**config.mk**
```make
export PLATFORM = sky130hd
export DESIGN_NAME = wdg_top
export DESIGN_NICKNAME = d
export VERILOG_FILES = /design/src/core/wdg_pkg.sv /design/src/core/wdg_counter.sv /design/src/core/wdg_regs.sv /design/src/core/wdg_top.sv
export VERILOG_INCLUDE_DIRS = /design/src /design/src/core
export SDC_FILE = /design/constraint.sdc
export NUM_CORES = 1
export LEC_CHECK = 0
export BUFFER_PORTS_ARGS = -buffer_cell sky130_fd_sc_hd__clkbuf_2
export CORE_ASPECT_RATIO = 1.2
export CORE_MARGIN = 4
export CORE_UTILIZATION = 55
export DETAILED_ROUTE_END_ITERATION = 10
export PLACE_DENSITY = 0.89
export SYNTH_ARGS = -nofsm -noshare
export SYNTH_HDL_FRONTEND = slang
export SYNTH_SLANG_ARGS = --single-unit
```
**constraint.sdc**
```tcl
create_clock -name clk -period 2.02 [get_ports clk]
set_clock_uncertainty 0.1 [all_clocks]
set_input_delay 0.202 -clock clk [delete_from_list [all_inputs] [get_ports clk]]
set_output_delay 0.202 -clock clk [all_outputs]
set_load 0.03 [all_outputs]
```
**src/core/wdg_consts.svh**
```systemverilog
// Constants of the watchdog block: register offsets, field positions,
// reset values and timing figures.
// Assumes inclusion by bare name from the core folder.
`ifndef WDG_CONSTS_SVH
`define WDG_CONSTS_SVH

`define WDG_ADDR_W 16
`define WDG_OPT_ADDR 16'h0081
`define WDG_CFG_ADDR 16'h2007
`define WDG_STAT_ADDR 16'h0003
`define WDG_OPT_RST 8'hff
`define WDG_ASSIGN_BIT 3
`define WDG_RATIO_MSB 2
`define WDG_FUSE_EN_BIT 2
`define WDG_STAT_TIMEOUT_BIT 4
`define WDG_STAT_PDOWN_BIT 3
`define WDG_PERIOD_US 18000
`define WDG_CLK_MHZ 25
`define WDG_PERIOD_CYC (`WDG_PERIOD_US * `WDG_CLK_MHZ)

`endif

```
**src/core/wdg_pkg.sv**
```systemverilog
// Types shared by the watchdog block.
// Assumes nothing beyond a SystemVerilog compiler.
package wdg_pkg;
  typedef enum logic {WDG_AWAKE, WDG_ASLEEP} wdg_mode_t;
endpackage

```
**src/core/wdg_counter.sv**
```systemverilog
// Up-counter with clear that wraps at a limit and flags the wrap.
// Assumes clear and count inputs synchronous to clk.
`timescale 1ns/1ps
module wdg_counter
  import wdg_pkg::*;
#(
  parameter int W = 8
) (
  // Clock and reset.
  input wire logic clk,
  input wire logic rst_n,
  // Control.
  input wire logic clr,
  input wire logic inc,
  input wire logic [W-1:0] limit,
  // Status.
  output logic wrap
);
  logic [W-1:0] count_r;
  logic [W-1:0] count_nxt;

  always_comb begin
    wrap = inc && (count_r >= limit);
    count_nxt = count_r;
    if (clr || wrap) begin
      count_nxt = '0;
    end else if (inc) begin
      count_nxt = count_r + {{(W-1){1'b0}}, 1'b1};
    end
  end

  always_ff @(posedge clk or negedge rst_n) begin
    if (!rst_n) begin
      count_r <= '0;
    end else begin
      count_r <= count_nxt;
    end
  end
endmodule

```
**src/core/wdg_regs.sv**
```systemverilog
// Register port of the watchdog: control register, fuse word and status.
// Assumes one-cycle strobes; read data stands in the cycle after the read.
`timescale 1ns/1ps
`include "wdg_consts.svh"
module wdg_regs
  import wdg_pkg::*;
(
  // Clock and reset.
  input wire logic clk,
  input wire logic rst_n,
  // Register port.
  input wire logic [`WDG_ADDR_W-1:0] reg_addr,
  input wire logic [7:0] reg_wdata,
  input wire logic reg_wr,
  input wire logic reg_rd,
  output logic [7:0] reg_rdata,
  // Block side.
  input wire logic reload,
  input wire logic [7:0] fuse_word,
  input wire logic timeout_flag,
  input wire logic pdown_flag,
  output logic [7:0] opt_r
);
  logic [7:0] opt_nxt;
  logic [7:0] rdata_r;
  logic [7:0] rdata_nxt;

  always_comb begin
    opt_nxt = opt_r;
    if (reload) begin
      opt_nxt = `WDG_OPT_RST;
    end else if (reg_wr && reg_addr == `WDG_OPT_ADDR) begin
      opt_nxt = reg_wdata;
    end
    rdata_nxt = 8'h00;
    if (reg_rd) begin
      unique case (reg_addr)
        `WDG_OPT_ADDR: rdata_nxt = opt_r;
        `WDG_CFG_ADDR: rdata_nxt = fuse_word;
        `WDG_STAT_ADDR: begin
          rdata_nxt[`WDG_STAT_TIMEOUT_BIT] = timeout_flag;
          rdata_nxt[`WDG_STAT_PDOWN_BIT] = pdown_flag;
        end
        default: rdata_nxt = 8'h00;
      endcase
    end
  end

  always_ff @(posedge clk or negedge rst_n) begin
    if (!rst_n) begin
      opt_r <= `WDG_OPT_RST;
      rdata_r <= 8'h00;
    end else begin
      opt_r <= opt_nxt;
      rdata_r <= rdata_nxt;
    end
  end

  assign reg_rdata = rdata_r;
endmodule

```
**src/core/wdg_top.sv**
```systemverilog
// Watchdog timer with shared prescaler, its control register and flags.
// Assumes CPU event inputs are one-cycle pulses synchronous to clk.
//
// Local design decision: the strobed register port.
`timescale 1ns/1ps
`include "wdg_consts.svh"
// Behaviour
// - Watchdog tick runs on, also during sleep.
// - Time-out while running requests device reset.
// - Time-out while asleep wakes, no reset.
// - Fuse bit 2 clear disables watchdog.
// - Base time-out period is 18 ms.
// - Assigned prescaler lengthens period up to 128.
// - Clear or sleep resets counter and prescaler.
// - Every time-out clears the time-out flag.
// - Control register resets to all ones.
// - Assign select bit 3, ratio bits 2:0.
// - Sleep clears count, power-down flag; sets time-out flag.
// - Any wake-up clears the watchdog count.
module wdg_top
  import wdg_pkg::*;
#(
  parameter int PERIOD_CYC = `WDG_PERIOD_CYC,
  parameter int BASE_W = 20,
  parameter int PRE_W = 7
) (
  // Clock and reset.
  input wire logic clk,
  input wire logic rst_n,
  // Register port.
  input wire logic [`WDG_ADDR_W-1:0] reg_addr,
  input wire logic [7:0] reg_wdata,
  input wire logic reg_wr,
  input wire logic reg_rd,
  output logic [7:0] reg_rdata,
  // Configuration fuses.
  input wire logic [7:0] fuse_config_word,
  // CPU events.
  input wire logic watchdog_clear_instr,
  input wire logic sleep_instr,
  input wire logic wake_event,
  // Results.
  output logic device_reset_req,
  output logic wake_req,
  output logic sleeping,
  output logic timeout_status_flag,
  output logic powerdown_flag
);
  logic rst_meta_r;
  logic rst_sync_r;
  logic [7:0] fuse_r;
  logic [7:0] opt_r;
  wdg_mode_t mode_r;
  wdg_mode_t mode_nxt;
  logic timeout_r;
  logic timeout_nxt;
  logic pdown_r;
  logic pdown_nxt;
  logic rstreq_r;
  logic rstreq_nxt;
  logic wake_r;
  logic wake_nxt;
  logic enabled;
  logic assigned;
  logic clr_all;
  logic base_wrap;
  logic pre_wrap;
  logic expire;
  logic [PRE_W-1:0] pre_limit;

  // Reset release through two flops.
  always_ff @(posedge clk or negedge rst_n) begin
    if (!rst_n) begin
      rst_meta_r <= 1'b0;
      rst_sync_r <= 1'b0;
    end else begin
      rst_meta_r <= 1'b1;
      rst_sync_r <= rst_meta_r;
    end
  end

  // Fuses are static; they are sampled every cycle after reset.
  always_ff @(posedge clk or negedge rst_sync_r) begin
    if (!rst_sync_r) begin
      fuse_r <= 8'h00;
    end else begin
      fuse_r <= fuse_config_word;
    end
  end

  assign enabled = fuse_r[`WDG_FUSE_EN_BIT];
  assign assigned = opt_r[`WDG_ASSIGN_BIT];
  assign pre_limit = PRE_W'((1 << opt_r[`WDG_RATIO_MSB:0]) - 1);

  // The tick source is never gated by sleep.
  wdg_counter #(.W(BASE_W)) u_base (
    .clk(clk),
    .rst_n(rst_sync_r),
    .clr(clr_all),
    .inc(enabled),
    .limit(BASE_W'(PERIOD_CYC - 1)),
    .wrap(base_wrap)
  );

  wdg_counter #(.W(PRE_W)) u_pre (
    .clk(clk),
    .rst_n(rst_sync_r),
    .clr(clr_all || !assigned),
    .inc(base_wrap && assigned),
    .limit(pre_limit),
    .wrap(pre_wrap)
  );

  assign expire = assigned ? pre_wrap : base_wrap;

  // Any event that clears the counting chain.
  assign clr_all = watchdog_clear_instr || sleep_instr || expire
    || (mode_r == WDG_ASLEEP && wake_event);

  always_comb begin
    mode_nxt = mode_r;
    timeout_nxt = timeout_r;
    pdown_nxt = pdown_r;
    rstreq_nxt = 1'b0;
    wake_nxt = 1'b0;
    if (watchdog_clear_instr) begin
      timeout_nxt = 1'b1;
      pdown_nxt = 1'b1;
    end
    unique case (mode_r)
      WDG_AWAKE: begin
        if (sleep_instr) begin
          mode_nxt = WDG_ASLEEP;
          pdown_nxt = 1'b0;
          timeout_nxt = 1'b1;
        end
        if (expire) begin
          rstreq_nxt = 1'b1;
          mode_nxt = WDG_AWAKE;
        end
      end
      WDG_ASLEEP: begin
        if (expire || wake_event) begin
          mode_nxt = WDG_AWAKE;
          wake_nxt = 1'b1;
        end
      end
    endcase
    // A time-out in the same cycle as a clear still marks the flag.
    if (expire) begin
      timeout_nxt = 1'b0;
    end
  end

  always_ff @(posedge clk or negedge rst_sync_r) begin
    if (!rst_sync_r) begin
      mode_r <= WDG_AWAKE;
      timeout_r <= 1'b1;
      pdown_r <= 1'b1;
      rstreq_r <= 1'b0;
      wake_r <= 1'b0;
    end else begin
      mode_r <= mode_nxt;
      timeout_r <= timeout_nxt;
      pdown_r <= pdown_nxt;
      rstreq_r <= rstreq_nxt;
      wake_r <= wake_nxt;
    end
  end

  // A watchdog reset also returns the control register to all ones.
  wdg_regs u_regs (
    .clk(clk),
    .rst_n(rst_sync_r),
    .reg_addr(reg_addr),
    .reg_wdata(reg_wdata),
    .reg_wr(reg_wr),
    .reg_rd(reg_rd),
    .reg_rdata(reg_rdata),
    .reload(rstreq_r),
    .fuse_word(fuse_r),
    .timeout_flag(timeout_r),
    .pdown_flag(pdown_r),
    .opt_r(opt_r)
  );

  assign device_reset_req = rstreq_r;
  assign wake_req = wake_r;
  assign sleeping = (mode_r == WDG_ASLEEP);
  assign timeout_status_flag = timeout_r;
  assign powerdown_flag = pdown_r;
endmodule

```
==> results of run 1 <==
timing repair:
item,4_1_cts,5_1_grt
hold endpoints to repair,10,0
setup buffers,1,6
gates cloned,0,2
resized for setup,2,17
pin swaps,0,5
hold buffers,9,0
endpoints found under the setup margin,17,28
kinds of logic (layout without fill, tap and decap cells):
| logic type | after synthesis | count (layout) | share of synthesized area |
|---|---|---|---|
| adder cells (fa/ha/maj) | 9 | 9 | 0.0390 |
| XOR/XNOR | 17 | 17 | 0.0516 |
| flip-flops | 58 | 58 | 0.507 |
| AND/OR/NAND/NOR | 128 | 129 | 0.243 |
| buffers and inverters | 10 | 104 | 0.0230 |
| AO/OA/AOI/OAI | 51 | 51 | 0.135 |
| other | 1 | 1 | 0.00130 |
sequential cells by signal, indices dropped and copies added, names as in the netlist:
register,count
rst_sync_r,1
u_pre.count_r,7
fuse_r,8
u_regs.reg_rdata,8
powerdown_flag,1
timeout_status_flag,1
wake_req,1
rst_meta_r,1
u_base.count_r,20
device_reset_req,1
u_regs.opt_r,8
sleeping,1
cells in the final DEF (no fill, tap or decap), drive strengths merged, types with 3 or more instances in the layout:
master | netlist | routed
clkbuf | 2 | 62
dfrtp | 48 | 48
nor2 | 31 | 31
nand2 | 26 | 27
buf | 5 | 24
nand3 | 12 | 12
a21oi | 12 | 12
and3 | 11 | 11
dfstp | 10 | 10
nor2b | 9 | 9
xor2 | 9 | 9
dlygate4sd3 | 0 | 9
a211o | 9 | 9
ha | 9 | 9
xnor2 | 8 | 8
a22oi | 6 | 6
or3 | 6 | 6
nor4 | 5 | 5
o22ai | 5 | 5
nor3 | 5 | 5
inv | 3 | 4
a31oi | 4 | 4
o21ai | 4 | 4
nand3b | 3 | 3
and2 | 3 | 3
nand4 | 3 | 3
nand2b | 3 | 3
worst reg2reg max path, cell delays in order, from the launching register on:
cell	delay, ps
dfstp_2	630
nand3_2	120
ha_4	260
and3_4	150
a221o_1	370
a31oi_4	260
buf_6	160
a21oi_1	80
o22ai_1	180
path summary, 6_finish.rpt:
kind	to	slack, ps	cells past startpoint
setup / recovery	u_pre.count_r[2]	-380	8
hold / removal	sleeping	50	2
setup reg to reg	u_pre.count_r[2]	-380	8
hold reg to reg	u_base.count_r[2]	180	0
max in group asynchronous	u_regs.opt_r[5]	990	1
min in group asynchronous	rst_sync_r	80	2
through the flow:
step,cells,hold slack [ps],setup TNS [ps],setup slack (ps),instance area [um2]
after CTS,421,24.5,-2450,-259,3690
after global placement,395,-111,-1680,-195,3350
after floorplan,274,-194,-1460,-203,2950
after detailed placement,395,-110,-2180,-254,3350
final,429,47.5,-5960,-383,3840
after global routing,429,35.0,-7640,-473,3840
cell type report:
cell class	instances	share of cell area
inverters	3	0.00293
flip-flops and latches	58	0.382
multi-input cells	207	0.387
well taps	60	0.0196
repair buffers	85	0.147
clock buffers	11	0.0394
clock inverters	5	0.0222
metal layers:
metal,vias up,track usage,part of all wire
met1,1325,0.291,0.37
met2,113,0.416,0.54
met5,-,0,0
met3,30,0.0727,0.066
met4,0,0.0972,0.030
li1,1178,-,-
report_power, final:
part | internal [mW] | switching (mW)
registers | 1.18 | 0.0284
logic | 0.0703 | 0.0867
clock network | 0.768 | 0.498
total | 2.02 | 0.614
==> results.md, run 1 <==
* Cells after Synth at 274
* RSZ-0062 raised after global routing: true
* Total gr overflow at 0
* First-pass GRT wire length at 11,900 um
* CP Capture Type: register
* Post-synth top cells: 48 x dfrtp_1, 31 x nor2_1, 24 x nand2_1, 12 x a21oi_1, 12 x nand3_1
* Number of global-route vias before repair at 2,540
* Layout Nets at 412
* Core area at 5010 um2
* Starting Density at 0.576
* Top_reg_cell synth: dfrtp_1
* Startpoint types: register
* Fin. max-slew vios at 0
* Cell with the most instances after synthesis: dfrtp_1
* Worst-Margin Slew at 666 ps
* Fraction of layout cells with a size suffix above 1 at 0.385
* Initial antenna violation count at 0
* Die Y at 87.4 um
* R2R Path Start: u_regs.opt_r[1]
* Slew headroom at 0.552
* Final setup viols at 29
* DR pass1 iterations at 5
* Syn Nets at 322
* Final worst slack at -383 ps
* Util after Layout at 0.766
* Cell Pwr Density at 686 nW/um2
* Synth cell types at 54
* I/O pins at 52
* Area taken by multi-input logic gates at 1490 um2
* Largest area contributor in the netlist: dfrtp_1
* Max cap viols at 0
* Worst setup path category: reg2reg
* CTS tree: built
* Synth top area cells: dfrtp_1 42%, dfstp_2 9.1%, nor2_1 4.0%
* GP Congestion at 0.838
* Max Root-Sink Buffers at 2
* Fin. Hold Viols at 0
* Status: finished, violations left
* Fmax at 0.416 GHz
* CTS root buffer: clkbuf_8
* Dpl hpwl at 4470 um
* Seq/Total Area, Yosys at 0.507
* Max FO, Critical Path at 7
* Final wirelength at 8160 um
* Violations in the final reports: negative setup slack
* Antenna-violating nets left at 0
* Leak Pwr at 1.72 nW
* Routed vias/inst at 6.17
* Largest net degree at the start of global routing at 31
* Drc violations at 0
* Worst-skew pair later-pin latency at 350 ps
* Synthesis-to-layout area growth at 33.0%
* HP Class: in2reg
* Peak VDD IR at 0.639 mV
* Die ar. at 6480 um2
* Ant. Diodes at 0
* H-tree levels at 3
* WP data required at 2180 ps
* Fillers at 288
* Clock Sinks at 58
* Area share of the largest cell type after synthesis at 0.416
* Storage element area at 1470 um2
* Crit path DAT at 2560 ps
* Crit-path max cell delay at 630 ps
* Initial DRC Count at 191
* Worst Path Buf+Inv at 1
* Pwr Total at 2.64 mW
* Critical Path Start: u_regs.opt_r[1]
* Avg WL per Cell at 19.0 um
* Async SR Flop Fraction at 1.00
* Slowest CP cell: dfstp_2
* IO buf count at 51
* CP delay by family, top: compound AO/OA/AOI/OAI gates
* Row count at 28
* Post-synth EDFFs at 0
* FF+latch count, synth at 58
* TritonCTS Buffers at 9
* Cell chain of the critical path: nand3_2 > ha_4 > and3_4 > a221o_1 > a31oi_4 > buf_6 > a21oi_1 > o22ai_1
* Vias at 2,646
* All-Layer GR Usage at 0.246
* Clock-pin slew on the worst setup and hold paths at 80 ps
* Min Clock Period, post-route at 2400 ps
* Yosys warnings at 0
* Hold wc startpoint: wake_event
* Tcrit/Tclk final at 1.19
* Syn_area_per_cell at 10.5 um2
* Synthesized area at 2890 um2
* Die Width at 74.1 um
Note: power is estimated with default switching activity, not from simulation.
==> run 2: changes to the inputs <==
--- a/config.mk
+++ b/config.mk
@@ -12,6 +12,7 @@
 export CORE_UTILIZATION = 55
 export DETAILED_ROUTE_END_ITERATION = 10
 export PLACE_DENSITY = 0.89
+export RECOVER_POWER = 100
 export SYNTH_ARGS = -nofsm -noshare
 export SYNTH_HDL_FRONTEND = slang
 export SYNTH_SLANG_ARGS = --single-unit
==> run 2 against run 1 <==
Against the previous run:
- the run still ends with negative setup slack left
- non-clock buffer count unchanged
- sequential cell count did not move
- fmax is 0.15% higher
- core utilization shrank 1.2 points
- sequential power is essentially flat
- combinational power decreased by 4%
- critical path depth unchanged
- total power shrank 0.25%
- via count decreased by 0.87%
- die area unchanged
- global-route usage is the same
==> results.md, run 2 (synthesized netlist as in run 1, its figures left out) <==
* Status: finished, violations left
* Violations in the final reports: negative setup slack
* CP Capture Type: register
* HP Class: in2reg
* Fin. Hold Viols at 0
* Worst slack, placed at -254 ps
* Fmax at 0.417 GHz
* Number of global-route vias before repair at 2,540
* Total gr overflow at 0
* I/O pins at 52
* Final worst slack at -380 ps
* Routed vias/inst at 6.11
* Biggest register: u_base.count_r
* Dpl cell area at 3350 um2
* Starting Density at 0.576
* R2R Path Start: u_regs.opt_r[1]
* H-tree levels at 3
* Dpl hpwl at 4470 um
* Largest register FFs at 20
* Tcrit/Tclk final at 1.19
* Clock-pin slew on the worst setup and hold paths at 80 ps
* Area taken by multi-input logic gates at 1460 um2
* Row count at 28
* Max Root-Sink Buffers at 2
* Fillers at 308
* Worst-Margin Slew at 1060 ps
* Initial antenna violation count at 0
* Worst-skew pair later-pin latency at 360 ps
* Final setup viols at 29
* Ant. Diodes at 0
* Synthesis-to-layout area growth at 30.8%
* GP Congestion at 0.838
* GR met3 Demand/Resource at 0.0727
* Setup TNS at -6060 ps
* Avg WL per Cell at 19.0 um
* Max cap viols at 0
* Fraction of layout cells with a size suffix above 1 at 0.333
* Cell Pwr Density at 696 nW/um2
* Met2 GRT Util at 0.416
* Peak VDD IR at 0.639 mV
* RSZ-0062 raised after global routing: true
* Storage element area at 1460 um2
* Met1 Resource Use GR at 0.291
* WP data required at 2180 ps
* Crit path DAT at 2560 ps
* Clock Sinks at 58
* Final wirelength at 8140 um
* Fin. max-slew vios at 0
* Leak Pwr at 1.65 nW
* Die Width at 74.1 um
* Initial DRC Count at 211
* IO buf count at 51
* CTS tree: built
* Post-route cell area at 3780 um2
* Core area at 5010 um2
* Most frequent cells in the layout: 48 x dfrtp_1, 36 x clkbuf_2, 23 x nor2_1, 23 x nand2_1, 20 x buf_4
* TritonCTS Buffers at 9
* CTS root buffer: clkbuf_8
* Largest net degree at the start of global routing at 31
* First-pass GRT wire length at 11,900 um
* Slew headroom at 0.293
* Max FO, Critical Path at 7
* Antenna-violating nets left at 0
* Drc violations at 0
* All-Layer GR Usage at 0.246
* Critical Path Start: u_regs.opt_r[1]
* Min Clock Period, post-route at 2400 ps
* GR peak layer: met2
* Hold wc startpoint: wake_event
* Die ar. at 6480 um2
* Layout Nets at 412
* DR pass1 iterations at 7
* Vias at 2,623
* Worst setup path category: reg2reg
* Most common cell after layout, fill and taps aside: dfrtp_1
* Die Y at 87.4 um
* Startpoint types: register
## run 2: worst paths after layout
check / endpoint / cells past startpoint / slack, ps
max: u_pre.count_r[2] / 8 / -380
min: sleeping / 2 / 50
max reg2reg: u_pre.count_r[2] / 8 / -380
min reg2reg: rst_sync_r / 0 / 260
max in group asynchronous: u_pre.count_r[5] / 1 / 230
min in group asynchronous: rst_sync_r / 2 / 70
## run 2: stage by stage
| step | utilization | std cells | hold WS, ps | power, mW |
|---|---|---|---|---|
| finish | 0.754 | 429 | 52.8 | 2.63 |
| global route | 0.754 | 429 | 35.0 | 2.71 |
| CTS | 0.737 | 421 | 24.5 | 2.62 |
| detailed placement | 0.668 | 395 | -110 | 1.36 |
| global placement | 0.668 | 395 | -111 | 1.36 |
| floorplan | - | 274 | -194 | 1.28 |
## run 2: power by group
part	switching, mW	internal [mW]
combinational	0.0861	0.0642
clock	0.500	0.767
sequential	0.0274	1.18
total	0.614	2.02
## run 2: worst max-delay path, cell delays in order (launching register included)
cell and delay, ps:
dfstp_2 630, nand3_2 120, ha_4 260, and3_4 150, a221o_1 370, a31oi_4 260
buf_6 160, a21oi_1 80, o22ai_1 180
## run 2: area by class of cell
cell class / count / share of cell area
clock inverter: 5 / 0.0225
tap: 60 / 0.0199
timing repair buffer: 85 / 0.140
multi-input combinational: 207 / 0.387
sequential: 58 / 0.388
inverter: 3 / 0.00298
clock buffer: 11 / 0.0401
## run 2: what timing repair did
action | CTS | global route
setup buffers | 1 | 6
resized for setup | 2 | 17
pin swaps | 0 | 5
endpoints found under the hold margin | 10 | 0
hold buffers | 9 | 0
cloned | 0 | 2
setup endpoints to repair | 17 | 28
## run 2: layer usage
layer | share of wire | vias up
met5 | 0 | -
met4 | 0.035 | 0
met3 | 0.056 | 33
met2 | 0.54 | 108
met1 | 0.37 | 1305
li1 | - | 1177
